### src/pkg/rbc_pkg.sv
// Shared constants and types for the reset and boot control block
package rbc_pkg;
   localparam int CLK_PERIOD_PS = 5000;
   // Boot start delay after the hard reset bit clears, least of the allowed window
   localparam int HARD_RESET_BIT_BOOT_DLY_NS = 1000;
   localparam int HARD_RESET_BIT_BOOT_DLY_CYC =
      (HARD_RESET_BIT_BOOT_DLY_NS * 1000 + CLK_PERIOD_PS - 1) / CLK_PERIOD_PS;
   localparam int TMR_W = 10;

   localparam logic [15:0] ADDR_MAIN_CONTROL_ONE = 16'h0001;
   localparam logic [15:0] ADDR_PINFN1 = 16'h000b;
   localparam logic [15:0] ADDR_PIN0SS = 16'h000d;
   localparam logic [15:0] ADDR_SLAVE = 16'h0011;
   localparam logic [15:0] ADDR_CONFIG_STATUS_REG = 16'h0040;
   localparam logic [15:0] ADDR_GLOB = 16'h0043;

   localparam int MAIN_CONTROL_ONE_SOFT_RESET_BIT_BIT = 7;
   localparam int MAIN_CONTROL_ONE_HARD_RESET_BIT_BIT = 6;
   localparam int GLOB_DONE_BIT = 7;
   localparam int GLOB_IE_BIT = 1;
   localparam int GLOB_EVT_BIT = 0;
   localparam int CFG_TEST_BIT = 5;
   localparam int CFG_DNV_BIT = 4;

   localparam logic [7:0] PINFN1_RST = 8'h00;
   localparam logic [7:0] PIN0SS_RST = 8'h00;
   localparam logic [6:0] SLAVE_RST = 7'h74;
   localparam logic [1:0] IF_EXT_NVM = 2'h3;
   localparam logic [2:0] AC_DNV = 3'h0;

   typedef enum logic [1:0] {RBC_EDGE_RISE, RBC_EDGE_FALL, RBC_EDGE_BOTH} rbc_edge_t;
   typedef enum logic [1:0] {RBC_SRC_NONE, RBC_SRC_ROM, RBC_SRC_EXT, RBC_SRC_INT} rbc_src_t;

   typedef struct packed {
      logic test;
      logic [2:0] cfg_sel;
      logic [1:0] if_sel;
   } rbc_pins_t;

   typedef struct packed {
      logic wr;
      logic rd;
      logic [15:0] addr;
      logic [7:0] wdata;
   } rbc_host_req_t;

   typedef struct packed {
      logic valid;
      rbc_src_t src;
      logic [2:0] image;
   } rbc_boot_req_t;

   typedef struct packed {
      logic en;
      logic [15:0] addr;
      logic [7:0] data;
   } rbc_nvm_wr_t;
endpackage

### src/rbc_cycle_timer.sv
// Loadable down counter giving a one-cycle pulse after a set number of cycles
module rbc_cycle_timer #(
   parameter int W = 10
) (
   input wire logic clk_sys,
   input wire logic rst_b,
   input wire logic load,
   input wire logic cancel,
   input wire logic [W-1:0] count,
   output logic done
);
   logic [W-1:0] cnt_reg;
   logic done_reg;

   always_ff @(posedge clk_sys or negedge rst_b) begin
      if (!rst_b) begin
         cnt_reg <= '0;
         done_reg <= 1'b0;
      end else begin
         // Load wins over cancel so a restart in the clearing cycle survives
         if (load) begin
            cnt_reg <= count;
         end else if (cancel) begin
            cnt_reg <= '0;
         end else if (cnt_reg != '0) begin
            cnt_reg <= cnt_reg - 1'b1;
         end
         done_reg <= !load && !cancel && (cnt_reg == W'(1));
      end
   end

   assign done = done_reg;
endmodule // rbc_cycle_timer

### src/rbc_w1c_flag.sv
// Latched status bit: set on a chosen edge, cleared by a write of one
module rbc_w1c_flag #(
   parameter rbc_pkg::rbc_edge_t EDGE = rbc_pkg::RBC_EDGE_RISE
) (
   input wire logic clk_sys,
   input wire logic rst_b,
   input wire logic clear,
   input wire logic sig,
   input wire logic w1c,
   output logic flag
);
   logic prev_reg;
   logic flag_reg;
   logic hit;

   always_comb begin
      unique case (EDGE)
         rbc_pkg::RBC_EDGE_RISE: hit = sig && !prev_reg;
         rbc_pkg::RBC_EDGE_FALL: hit = !sig && prev_reg;
         default: hit = sig != prev_reg;
      endcase
   end

   always_ff @(posedge clk_sys or negedge rst_b) begin
      if (!rst_b) begin
         prev_reg <= 1'b0;
         flag_reg <= 1'b0;
      end else begin
         prev_reg <= sig;
         // Edge sets, one clears
         // A set in the write-of-one cycle wins so no event is lost; clear wins over a set
         if (clear) begin
            flag_reg <= 1'b0;
         end else begin
            flag_reg <= hit || (flag_reg && !w1c);
         end
      end
   end

   assign flag = flag_reg;
endmodule // rbc_w1c_flag

### src/rbc_top.sv
// Reset, strap sampling and boot start control for the clock fanout core
// Summary of operation
// - Reset pin low asynchronously holds every register at its default.
// - Boot controller starts when the reset pin rises.
// - Hard reset clears all but host port, itself, slave address, interface mode.
// - During hard reset writes are taken, reads are refused.
// - Hard reset release resamples test and select pins, not interface pins.
// - Boot starts 1 to 3 us after hard reset clears.
// - Soft reset clears all but host port, both reset bits, address, status.
// - Soft reset never starts a boot.
// - ROM part with interface pins 00, 01, 10 boots ROM image.
// - ROM part with interface pins 11 boots the external memory image.
// - Internal memory part boots one of eight internal images.
// - Internal memory part with test, select 000, interface 11 at reset release enters direct write.
// - Direct write maps memory for writes, registers become inaccessible.
// - Direct write drives the MISO output continuously.
// - Writes to read-only fields are ignored.
// - Latched status bits set on their edge, clear on write of one.
// - Latched bit raises a request only while its enable is set.
// - Configuration fields return to defaults during covering resets.
module rbc_top #(
   parameter bit INT_NVM = 1'b1
) (
   input wire logic clk_sys,
   input wire logic rst_b,
   input rbc_pkg::rbc_pins_t pins,
   input rbc_pkg::rbc_host_req_t host,
   input wire logic boot_applied,
   output logic [7:0] rd_data,
   output logic rd_valid,
   output logic rd_refused,
   output rbc_pkg::rbc_boot_req_t boot_req,
   output rbc_pkg::rbc_nvm_wr_t nvm_wr,
   output logic miso_oe,
   output logic boot_done,
   output logic irq_req
);
   typedef enum logic [1:0] {BT_IDLE, BT_RUN, BT_DONE} rbc_boot_st_t;

   localparam int HDLY = rbc_pkg::HARD_RESET_BIT_BOOT_DLY_CYC;

   logic started_reg;
   logic hard_reset_bit_reg;
   logic soft_reset_bit_reg;
   logic core_clr;
   logic reg_wr;
   logic reg_rd;
   logic wr_main_control_one;
   logic hard_reset_bit_fall;
   logic [7:0] pinfn1_reg;
   logic [7:0] pin0ss_reg;
   logic [6:0] slave_reg;
   logic [1:0] cfg_if_reg;
   logic cfg_test_reg;
   logic [2:0] cfg_ac_reg;
   logic dnv_reg;
   logic boot_go_reg;
   logic tmr_done;
   rbc_boot_st_t st_reg;
   rbc_pkg::rbc_src_t src;
   logic boot_done_reg;
   logic evt_flag;
   logic ie_reg;
   logic irq_reg;
   logic [7:0] rd_data_reg;
   logic rd_valid_reg;
   logic rd_refused_reg;
   logic miso_oe_reg;
   rbc_pkg::rbc_boot_req_t boot_req_reg;
   rbc_pkg::rbc_nvm_wr_t nvm_wr_reg;

   function automatic logic hit(input rbc_pkg::rbc_host_req_t r, input logic [15:0] a);
      return r.addr == a;
   endfunction

   function automatic rbc_pkg::rbc_src_t pick_src(input logic intn, input logic dnv,
                                                  input logic [1:0] ifs);
      if (dnv) begin
         return rbc_pkg::RBC_SRC_NONE;
      end
      if (intn) begin
         return rbc_pkg::RBC_SRC_INT;
      end
      if (ifs == rbc_pkg::IF_EXT_NVM) begin
         return rbc_pkg::RBC_SRC_EXT;
      end
      return rbc_pkg::RBC_SRC_ROM;
   endfunction

   assign reg_wr = host.wr && !dnv_reg;
   assign reg_rd = host.rd && !dnv_reg;
   assign wr_main_control_one = reg_wr && hit(host, rbc_pkg::ADDR_MAIN_CONTROL_ONE);
   assign hard_reset_bit_fall = hard_reset_bit_reg && wr_main_control_one && !host.wdata[rbc_pkg::MAIN_CONTROL_ONE_HARD_RESET_BIT_BIT];
   assign core_clr = hard_reset_bit_reg || soft_reset_bit_reg;

   // Boot start at release
   // Straps are caught on the first clocked edge after release, never under reset
   always_ff @(posedge clk_sys or negedge rst_b) begin
      if (!rst_b) begin
         started_reg <= 1'b0;
      end else begin
         started_reg <= 1'b1;
      end
   end

   always_ff @(posedge clk_sys or negedge rst_b) begin
      if (!rst_b) begin
         hard_reset_bit_reg <= 1'b0;
         soft_reset_bit_reg <= 1'b0;
      end else begin
         if (wr_main_control_one) begin
            hard_reset_bit_reg <= host.wdata[rbc_pkg::MAIN_CONTROL_ONE_HARD_RESET_BIT_BIT];
         end
         // Hard reset clears the soft bit
         if (hard_reset_bit_reg) begin
            soft_reset_bit_reg <= 1'b0;
         end else if (wr_main_control_one) begin
            soft_reset_bit_reg <= host.wdata[rbc_pkg::MAIN_CONTROL_ONE_SOFT_RESET_BIT_BIT];
         end
      end
   end

   always_ff @(posedge clk_sys or negedge rst_b) begin
      if (!rst_b) begin
         cfg_if_reg <= 2'h0;
         cfg_test_reg <= 1'b0;
         cfg_ac_reg <= 3'h0;
         dnv_reg <= 1'b0;
      end else if (!started_reg) begin
         cfg_if_reg <= pins.if_sel;
         cfg_test_reg <= pins.test;
         cfg_ac_reg <= pins.cfg_sel;
         // Only the internal memory part has a memory to write directly
         dnv_reg <= INT_NVM && pins.test && pins.cfg_sel == rbc_pkg::AC_DNV &&
                    pins.if_sel == rbc_pkg::IF_EXT_NVM;
      end else if (hard_reset_bit_fall) begin
         cfg_test_reg <= pins.test;
         cfg_ac_reg <= pins.cfg_sel;
      end else if (hard_reset_bit_reg) begin
         cfg_test_reg <= 1'b0;
         cfg_ac_reg <= 3'h0;
      end
   end

   always_ff @(posedge clk_sys or negedge rst_b) begin
      if (!rst_b) begin
         pinfn1_reg <= rbc_pkg::PINFN1_RST;
         pin0ss_reg <= rbc_pkg::PIN0SS_RST;
         ie_reg <= 1'b0;
      end else if (core_clr) begin
         pinfn1_reg <= rbc_pkg::PINFN1_RST;
         pin0ss_reg <= rbc_pkg::PIN0SS_RST;
         ie_reg <= 1'b0;
      end else if (reg_wr) begin
         if (hit(host, rbc_pkg::ADDR_PINFN1)) begin
            pinfn1_reg <= host.wdata;
         end
         if (hit(host, rbc_pkg::ADDR_PIN0SS)) begin
            pin0ss_reg <= host.wdata;
         end
         if (hit(host, rbc_pkg::ADDR_GLOB)) begin
            ie_reg <= host.wdata[rbc_pkg::GLOB_IE_BIT];
         end
      end
   end

   // Slave address survives both core resets
   always_ff @(posedge clk_sys or negedge rst_b) begin
      if (!rst_b) begin
         slave_reg <= rbc_pkg::SLAVE_RST;
      end else if (reg_wr && hit(host, rbc_pkg::ADDR_SLAVE)) begin
         slave_reg <= host.wdata[6:0];
      end
   end

   rbc_cycle_timer #(
      .W(rbc_pkg::TMR_W)
   ) u_tmr (
      .clk_sys(clk_sys),
      .rst_b(rst_b),
      .load(hard_reset_bit_fall),
      .cancel(soft_reset_bit_reg),
      .count(rbc_pkg::TMR_W'(HDLY)),
      .done(tmr_done)
   );

   // Soft reset never arms a start
   always_ff @(posedge clk_sys or negedge rst_b) begin
      if (!rst_b) begin
         boot_go_reg <= 1'b0;
      end else begin
         boot_go_reg <= !started_reg || (tmr_done && !core_clr);
      end
   end

   assign src = pick_src(INT_NVM, dnv_reg, cfg_if_reg);

   always_ff @(posedge clk_sys or negedge rst_b) begin
      if (!rst_b) begin
         st_reg <= BT_IDLE;
         boot_done_reg <= 1'b0;
         boot_req_reg <= '0;
      end else if (core_clr) begin
         st_reg <= BT_IDLE;
         boot_done_reg <= 1'b0;
         boot_req_reg <= '0;
      end else begin
         unique case (st_reg)
            BT_IDLE: begin
               if (boot_go_reg && src == rbc_pkg::RBC_SRC_NONE) begin
                  st_reg <= BT_DONE;
                  boot_done_reg <= 1'b1;
               end else if (boot_go_reg) begin
                  st_reg <= BT_RUN;
                  boot_done_reg <= 1'b0;
                  boot_req_reg <= '{valid: 1'b1, src: src, image: cfg_ac_reg};
               end
            end
            BT_RUN: begin
               if (boot_applied) begin
                  st_reg <= BT_DONE;
                  boot_done_reg <= 1'b1;
                  boot_req_reg.valid <= 1'b0;
               end
            end
            BT_DONE: begin
               st_reg <= BT_DONE;
            end
         endcase
      end
   end

   rbc_w1c_flag #(
      .EDGE(rbc_pkg::RBC_EDGE_RISE)
   ) u_evt (
      .clk_sys(clk_sys),
      .rst_b(rst_b),
      .clear(core_clr),
      .sig(boot_done_reg),
      .w1c(reg_wr && hit(host, rbc_pkg::ADDR_GLOB) && host.wdata[rbc_pkg::GLOB_EVT_BIT]),
      .flag(evt_flag)
   );

   always_ff @(posedge clk_sys or negedge rst_b) begin
      if (!rst_b) begin
         irq_reg <= 1'b0;
      end else begin
         irq_reg <= evt_flag && ie_reg;
      end
   end

   // Read-only fields return live state only
   always_ff @(posedge clk_sys or negedge rst_b) begin
      if (!rst_b) begin
         rd_data_reg <= 8'h00;
         rd_valid_reg <= 1'b0;
         rd_refused_reg <= 1'b0;
      end else begin
         rd_valid_reg <= reg_rd && !hard_reset_bit_reg;
         rd_refused_reg <= host.rd && (hard_reset_bit_reg || dnv_reg);
         rd_data_reg <= 8'h00;
         if (reg_rd && !hard_reset_bit_reg) begin
            unique case (host.addr)
               rbc_pkg::ADDR_MAIN_CONTROL_ONE: rd_data_reg <= {soft_reset_bit_reg, hard_reset_bit_reg, 6'h00};
               rbc_pkg::ADDR_PINFN1: rd_data_reg <= pinfn1_reg;
               rbc_pkg::ADDR_PIN0SS: rd_data_reg <= pin0ss_reg;
               rbc_pkg::ADDR_SLAVE: rd_data_reg <= {1'b0, slave_reg};
               rbc_pkg::ADDR_CONFIG_STATUS_REG: rd_data_reg <= {cfg_if_reg, cfg_test_reg, dnv_reg,
                                                     1'b0, cfg_ac_reg};
               rbc_pkg::ADDR_GLOB: rd_data_reg <= {boot_done_reg, 5'h00, ie_reg, evt_flag};
               default: rd_data_reg <= 8'h00;
            endcase
         end
      end
   end

   always_ff @(posedge clk_sys or negedge rst_b) begin
      if (!rst_b) begin
         nvm_wr_reg <= '0;
         miso_oe_reg <= 1'b0;
      end else begin
         nvm_wr_reg <= '{en: host.wr && dnv_reg, addr: host.addr, data: host.wdata};
         miso_oe_reg <= dnv_reg;
      end
   end

   assign rd_data = rd_data_reg;
   assign rd_valid = rd_valid_reg;
   assign rd_refused = rd_refused_reg;
   assign boot_req = boot_req_reg;
   assign nvm_wr = nvm_wr_reg;
   assign miso_oe = miso_oe_reg;
   assign boot_done = boot_done_reg;
   assign irq_req = irq_reg;
endmodule // rbc_top

### config.mk
export PLATFORM = sky130hd
export DESIGN_NAME = rbc_top
export DESIGN_NICKNAME = d
export VERILOG_FILES = /design/src/pkg/rbc_pkg.sv /design/src/rbc_cycle_timer.sv /design/src/rbc_w1c_flag.sv /design/src/rbc_top.sv
export SDC_FILE = /design/constraint.sdc
export NUM_CORES = 1
export LEC_CHECK = 0
export BUFFER_PORTS_ARGS = -buffer_cell sky130_fd_sc_hd__buf_2
export CAP_MARGIN = 15
export CORE_ASPECT_RATIO = 0.75
export CORE_UTILIZATION = 45
export CTS_BUF_LIST = sky130_fd_sc_hd__clkbuf_8
export DETAILED_ROUTE_END_ITERATION = 6
export MAX_ROUTING_LAYER = met4
export PLACE_DENSITY_LB_ADDON = 0.1
export SYNTH_ARGS = -nofsm -noshare
export SYNTH_HDL_FRONTEND = slang
export SYNTH_SLANG_ARGS = --single-unit
### constraint.sdc
create_clock -name clk_sys -period 2.4 [get_ports clk_sys]
set_input_delay 0.72 -clock clk_sys [delete_from_list [all_inputs] [get_ports clk_sys]]
set_output_delay 0.72 -clock clk_sys [all_outputs]
set_load 0.05 [all_outputs]
**After elaboration in Yosys (flattened, before gate mapping)**

Index checks and enable logic that the tools add are counted.
Widths: inputs -> output; s select.

- Bits in registers: 94
- Bits in latches: 0
- Memory bits (writable): 0
- ROM bits: 0
- Bits of input ports: 35
- Output and inout port bits: 44
- Logic and storage cells: 149
- Memories kept: 0

- Add/subtract/negate cells: 1
- Multipliers: 0
- Divide/modulo/power cells: 0
- $lt $le $gt $ge: 0
- Equal/unequal tests: 17
- Shifts and indexed selects: 0
- Mux-type cells: 49
- Bitwise logic cells: 0
- Reductions and logical operators: 53

Operators by type and width:

| operator | count |
|---|---|
| $mux 8 | 7 |
| $pmux 8 s6 | 1 |
| $eq 16x4->1 const B | 2 |
| $eq 16x7->1 const B | 2 |
| $mux 10 | 3 |
| $logic_and 1x1->1 | 20 |
| $mux 1 | 20 |
| $mux 6 | 3 |
| $eq 16x1->1 const B | 1 |
| $eq 16x5->1 const B | 1 |
| $mux 2 | 8 |
| $reduce_bool 2->1 | 7 |
| $eq 10x1->1 const B | 1 |
| $reduce_bool 10->1 | 1 |
| $sub 10x1->10 const B | 1 |
| $logic_not 1->1 | 9 |
| $mux 3 | 3 |
| $ne 3x3->1 const B | 3 |
| $reduce_and 2->1 | 4 |
| $eq 2x2->1 const B | 3 |
| $pmux 2 s3 | 1 |
| $reduce_and 3->1 | 2 |
| $reduce_bool 3->1 | 2 |
| $mux 5 | 1 |
| 9 further kinds | 14 |

**Depth between registers and ports, before layout**

- Word-level depth: 12
- Gate-level depth with buffers: 6
- Gate-level depth less buffers: 6

**By module**

Synthesis repeated with hierarchy kept, for this count alone.

- Cell total of the unflattened synthesis: 352
- Area total of the unflattened synthesis: 4080.2 um2

Modules (own cells, without submodules):

| module | times used | cells an instance | area an instance (um2) | sequential area each (um2) |
|---|---|---|---|---|
| rbc_top | 1 | 275 | 3349.5 | 2006.9 |
| rbc_cycle_timer | 1 | 72 | 659.4 | 275.3 |
| rbc_w1c_flag | 1 | 5 | 71.3 | 50.0 |

**Worst setup path before layout**

No wires, ideal clock.

- Path type: in2reg
- Start: input port host[17] (netlist bit)
- End: register slave_reg[0]
- Library setup time: 127 ps
- Arrival time: 2447 ps
- Required time: 2273 ps
- Setup slack: -174 ps
- Stages on the path: 6
- Buffers on the path: 2
- Cells stage by stage: or4_1 -> buf_2 -> nor4_4 -> and2_1 -> buf_4 -> mux2_1

- Longest elaborated chain between the ends: 2

Ends and longest elaborated chain:

| what | RTL line | RTL |
|---|---|---|
| from (decl) | rbc_top.sv:27 | `input rbc_pkg::rbc_host_req_t host,` |
| $eq 16x5->1 | rbc_top.sv:73 | `return r.addr == a;` |
| $logic_and 1x1->1 | rbc_top.sv:171 | `end else if (reg_wr && hit(host, rbc_pkg::ADDR_SLAVE)) begin` |
| to (signal assigned) | rbc_top.sv:170 | `slave_reg <= rbc_pkg::SLAVE_RST;` |
| to (signal assigned) | rbc_top.sv:172 | `slave_reg <= host.wdata[6:0];` |
| to (decl) | rbc_top.sv:52 | `logic [6:0] slave_reg;` |

No other way between the ends.
A chain may end at the register's enable or synchronous reset.

**Worst setup path in the final report**

- Start: input port host[17] (netlist bit)
- End: register pinfn1_reg[1]

- Longest elaborated chain between the ends: 3

Ends and longest elaborated chain:

| what | RTL line | RTL |
|---|---|---|
| $eq 16x4->1 | rbc_top.sv:73 |  |
| $reduce_bool 2->1 (no line) | n/a |  |
| $reduce_and 2->1 (no line) | n/a |  |
| to (signal assigned) | rbc_top.sv:147 | `pinfn1_reg <= rbc_pkg::PINFN1_RST;` |
| to (signal assigned) | rbc_top.sv:151 | `pinfn1_reg <= rbc_pkg::PINFN1_RST;` |
| to (signal assigned) | rbc_top.sv:156 | `pinfn1_reg <= host.wdata;` |
| to (decl) | rbc_top.sv:50 | `logic [7:0] pinfn1_reg;` |

No other way between the ends.

==> results.md <==
- Final Skew: 0.00889 ns
- Syn_nets: 367
- First DRT Iteration DRCs: 191
- Status: finished clean
- Initial antenna violation count: 0
- Max-slew headroom: 65.3%
- Hold Path Class: input port to asynchronous set/reset pin
- Total power: 3.65 mW
- ANT cells: 0
- Max VDD drop: 0.495 mV
- Min cycle time layout: 2.31 ns
- Mapped cell area: 0.00392 mm²
- Row cnt: 29
- Residual DRC count: 0
- Layout cell share with drive strength beyond 1: 34.4%
- CTS tree: yes
- ANT nets after route: 0
- Design area: 0.00485 mm²
- Wire length of the first global-routing pass: 15.1 mm
- Worst slack, placed: -0.311 ns
- Reg2reg end: u_tmr.cnt_reg[3]$_DFFE_PN0P_
- Max Clock Freq: 0.432 GHz
- CP Capture Type: flop
- Worst-path maximum fanout: 8
- WL final: 8.89 mm
- Leak Pwr: 2.24 nW
- H-tree levels: 3
- Vias: 2965
- Final GP Congestion: 0.812
- Nets: 470
- Width of the die: 110 µm
- Area grow syn2layout: 23.6%
- Largest net degree at the start of global routing: 39
- Postcts setup bufs: 0
- Vias per inst: 5.45
- Commonest non-fill, non-tap cell in the layout: dfrtp_1
- Top cells by area, synth: dfrtp_1 (57%), a21oi_1 (3.3%), nand3_1 (3.1%)
- Cell taking the most area after synthesis: dfrtp_1
- Yosys Warn Count: 0
- Clock sink count: 93
- Worst path arrival time: 2.54 ns
- Fin. max-slew vios: 0
- Worst r2r src: u_tmr.cnt_reg[1]$_DFFE_PN0P_
- Worst-Skew Late Latency: 0.36 ns
- Routed wire per std cell: 16.3 µm
- Grt ovf: 0
- IO buf count: 78
- Vias in the first global route: 2940
- Setup violations, final: 0
- Fin. Hold Viols: 0
- Placed Area: 0.00463 mm²
- DP HPWL: 6.45 mm
- TritonRoute pass-1 iters: 4
- Kind of critical path: input port to flop
- Initial Utilization: 46.4%
- # IOs: 79
- Slew @ Worst Pin: 0.521 ns
- Fraction of registers with async set/reset: 100%
- Power per cell area: 752 mW/mm²
- Number of synthesized flops with an enable pin: 0
- Hold-fix buffers at CTS: 0
- Yosys reg bits: 93
- Clk buf depth: 2
- Worst setup SP type: input port
- Post-cts resize count: 0
- Worst reg-to-reg path cell count: 7
- Setup slack after layout: 0.0877 ns
- Clock Tree Root: clkbuf_8
- Max FFs per register: 25
- RSZ-0062 raised after global routing: false
- Sequential share of the synthesized area: 59.4%
- Most used DFF post-synth: dfrtp_1
- Syn_area_per_cell: 12.0 µm²
- Post-synth cell types: 56
- Core area: 0.00845 mm²
- Clock Pin Slew Worst Setup and Hold Paths: 0.09 ns
- Total track usage: 22.5%
- CTS buffer count: 9
- DIE AREA: 0.00910 mm²
- Area share of the leading cell type in the synthesized netlist: 56.8%
- Die Height: 82.9 µm
- Final worst-path cycle share: 96.3%
- Max-Cap Viols: 0
- Synth Instances: 328
- Filler cells: 749
- Most frequent cells in the layout: dfrtp_1 (89), buf_2 (77), buf_4 (32)
- FF-to-FF setup slack: 0.54 ns
- Required @ worst endpoint: 2.63 ns
==> critical path: stages <==
cell	delay [ns]
buf_2	0.10
or4_1	0.53
buf_4	0.19
or4_1	0.68
o21ai_1	0.23
a21oi_1	0.09
==> per-layer routing <==
layer | global-route usage (%) | vias to the layer above | routed length (µm)
li1 | - | 1431 | -
met1 | 32.3 | 1448 | 4440
met2 | 31.8 | 77 | 3910
met3 | 5.49 | 9 | 472
met4 | 6.18 | 0 | 68
met5 | - | - | 0
==> synth_stat cells (2+ instances only) <==
library cell	count
nor2_1	10
or3b_1	2
a22o_1	4
nor4_1	2
a22oi_1	2
dfstp_2	4
nand3b_1	3
a211oi_1	8
nor2b_1	5
nor4_4	4
or3_1	3
mux2_2	2
nor3_1	8
nor3b_1	2
or2_2	2
a222oi_1	7
nand2b_1	4
buf_4	5
or4_1	8
o21ai_1	22
nand3_1	24
or4b_1	2
a21oi_1	26
inv_1	8
buf_2	2
clkbuf_1	10
a32oi_1	3
nand2_1	8
or4bb_1	3
o21ai_0	2
mux2i_1	3
and2_1	3
ha_1	4
nor4_2	2
xnor2_1	6
dfrtp_1	89
mux2_1	7
==> worst max path at each step <==
| stage | depth (start not counted) | endpoint | slack (ns) | from |
|---|---|---|---|---|
| final | 6 | pinfn1_reg[1]$_DFFE_PN0P_ | 0.09 | host[17] |
| after global routing | 6 | pinfn1_reg[7]$_DFFE_PN0P_ | 0.03 | host[17] |
| after CTS | 6 | pinfn1_reg[1]$_DFFE_PN0P_ | 0.09 | host[17] |
| after detailed placement | 6 | pinfn1_reg[1]$_DFFE_PN0P_ | -0.31 | host[17] |
| after global placement | 6 | u_evt.flag$_DFF_PN0_ | -0.26 | host[17] |
| after floorplan | 6 | slave_reg[0]$_DFFE_PN0P_ | -0.13 | host[21] |
==> layout make-up <==
cell class	count	area [µm²]	share of cell area, %
inverters	8	30.0	0.619
repair buffers	110	646	13.3
clock buffers	9	124	2.55
well taps	108	135	2.79
clock inverters	7	92.6	1.91
flip-flops and latches	93	2330	48.1
multi-input cells	209	1490	30.7
==> metrics by stage <==
stage | std cells | utilization, % | hold slack, ns | TNS, ns
4_1_cts | 544 | 57.4 | 0.286 | 0
5_1_grt | 544 | 57.4 | 0.310 | 0
3_5_place_dp | 528 | 54.8 | 0.431 | -9.36
6_report | 544 | 57.4 | 0.287 | 0
2_1_floorplan | 328 | - | 0.423 | -0.818
3_3_place_gp | 528 | 54.8 | 0.429 | -8.24
==> where the power goes <==
group	switching [mW]	total, mW	internal, mW
logic	0.470	0.716	0.245
clock network	0.529	1.11	0.582
registers	0.113	1.82	1.71
total	1.11	3.65	2.53
==> logic make-up after synthesis <==
logic type	Yosys count	synth area share, %
xor+xnor	7	1.56
simple gates	101	17.3
flops	93	59.4
buf+inv	26	3.03
fa+ha+maj	4	1.28
compound gates	84	14.0
mux	12	3.35
other cells	1	0.0956
Power figures use the tool's default switching activity.
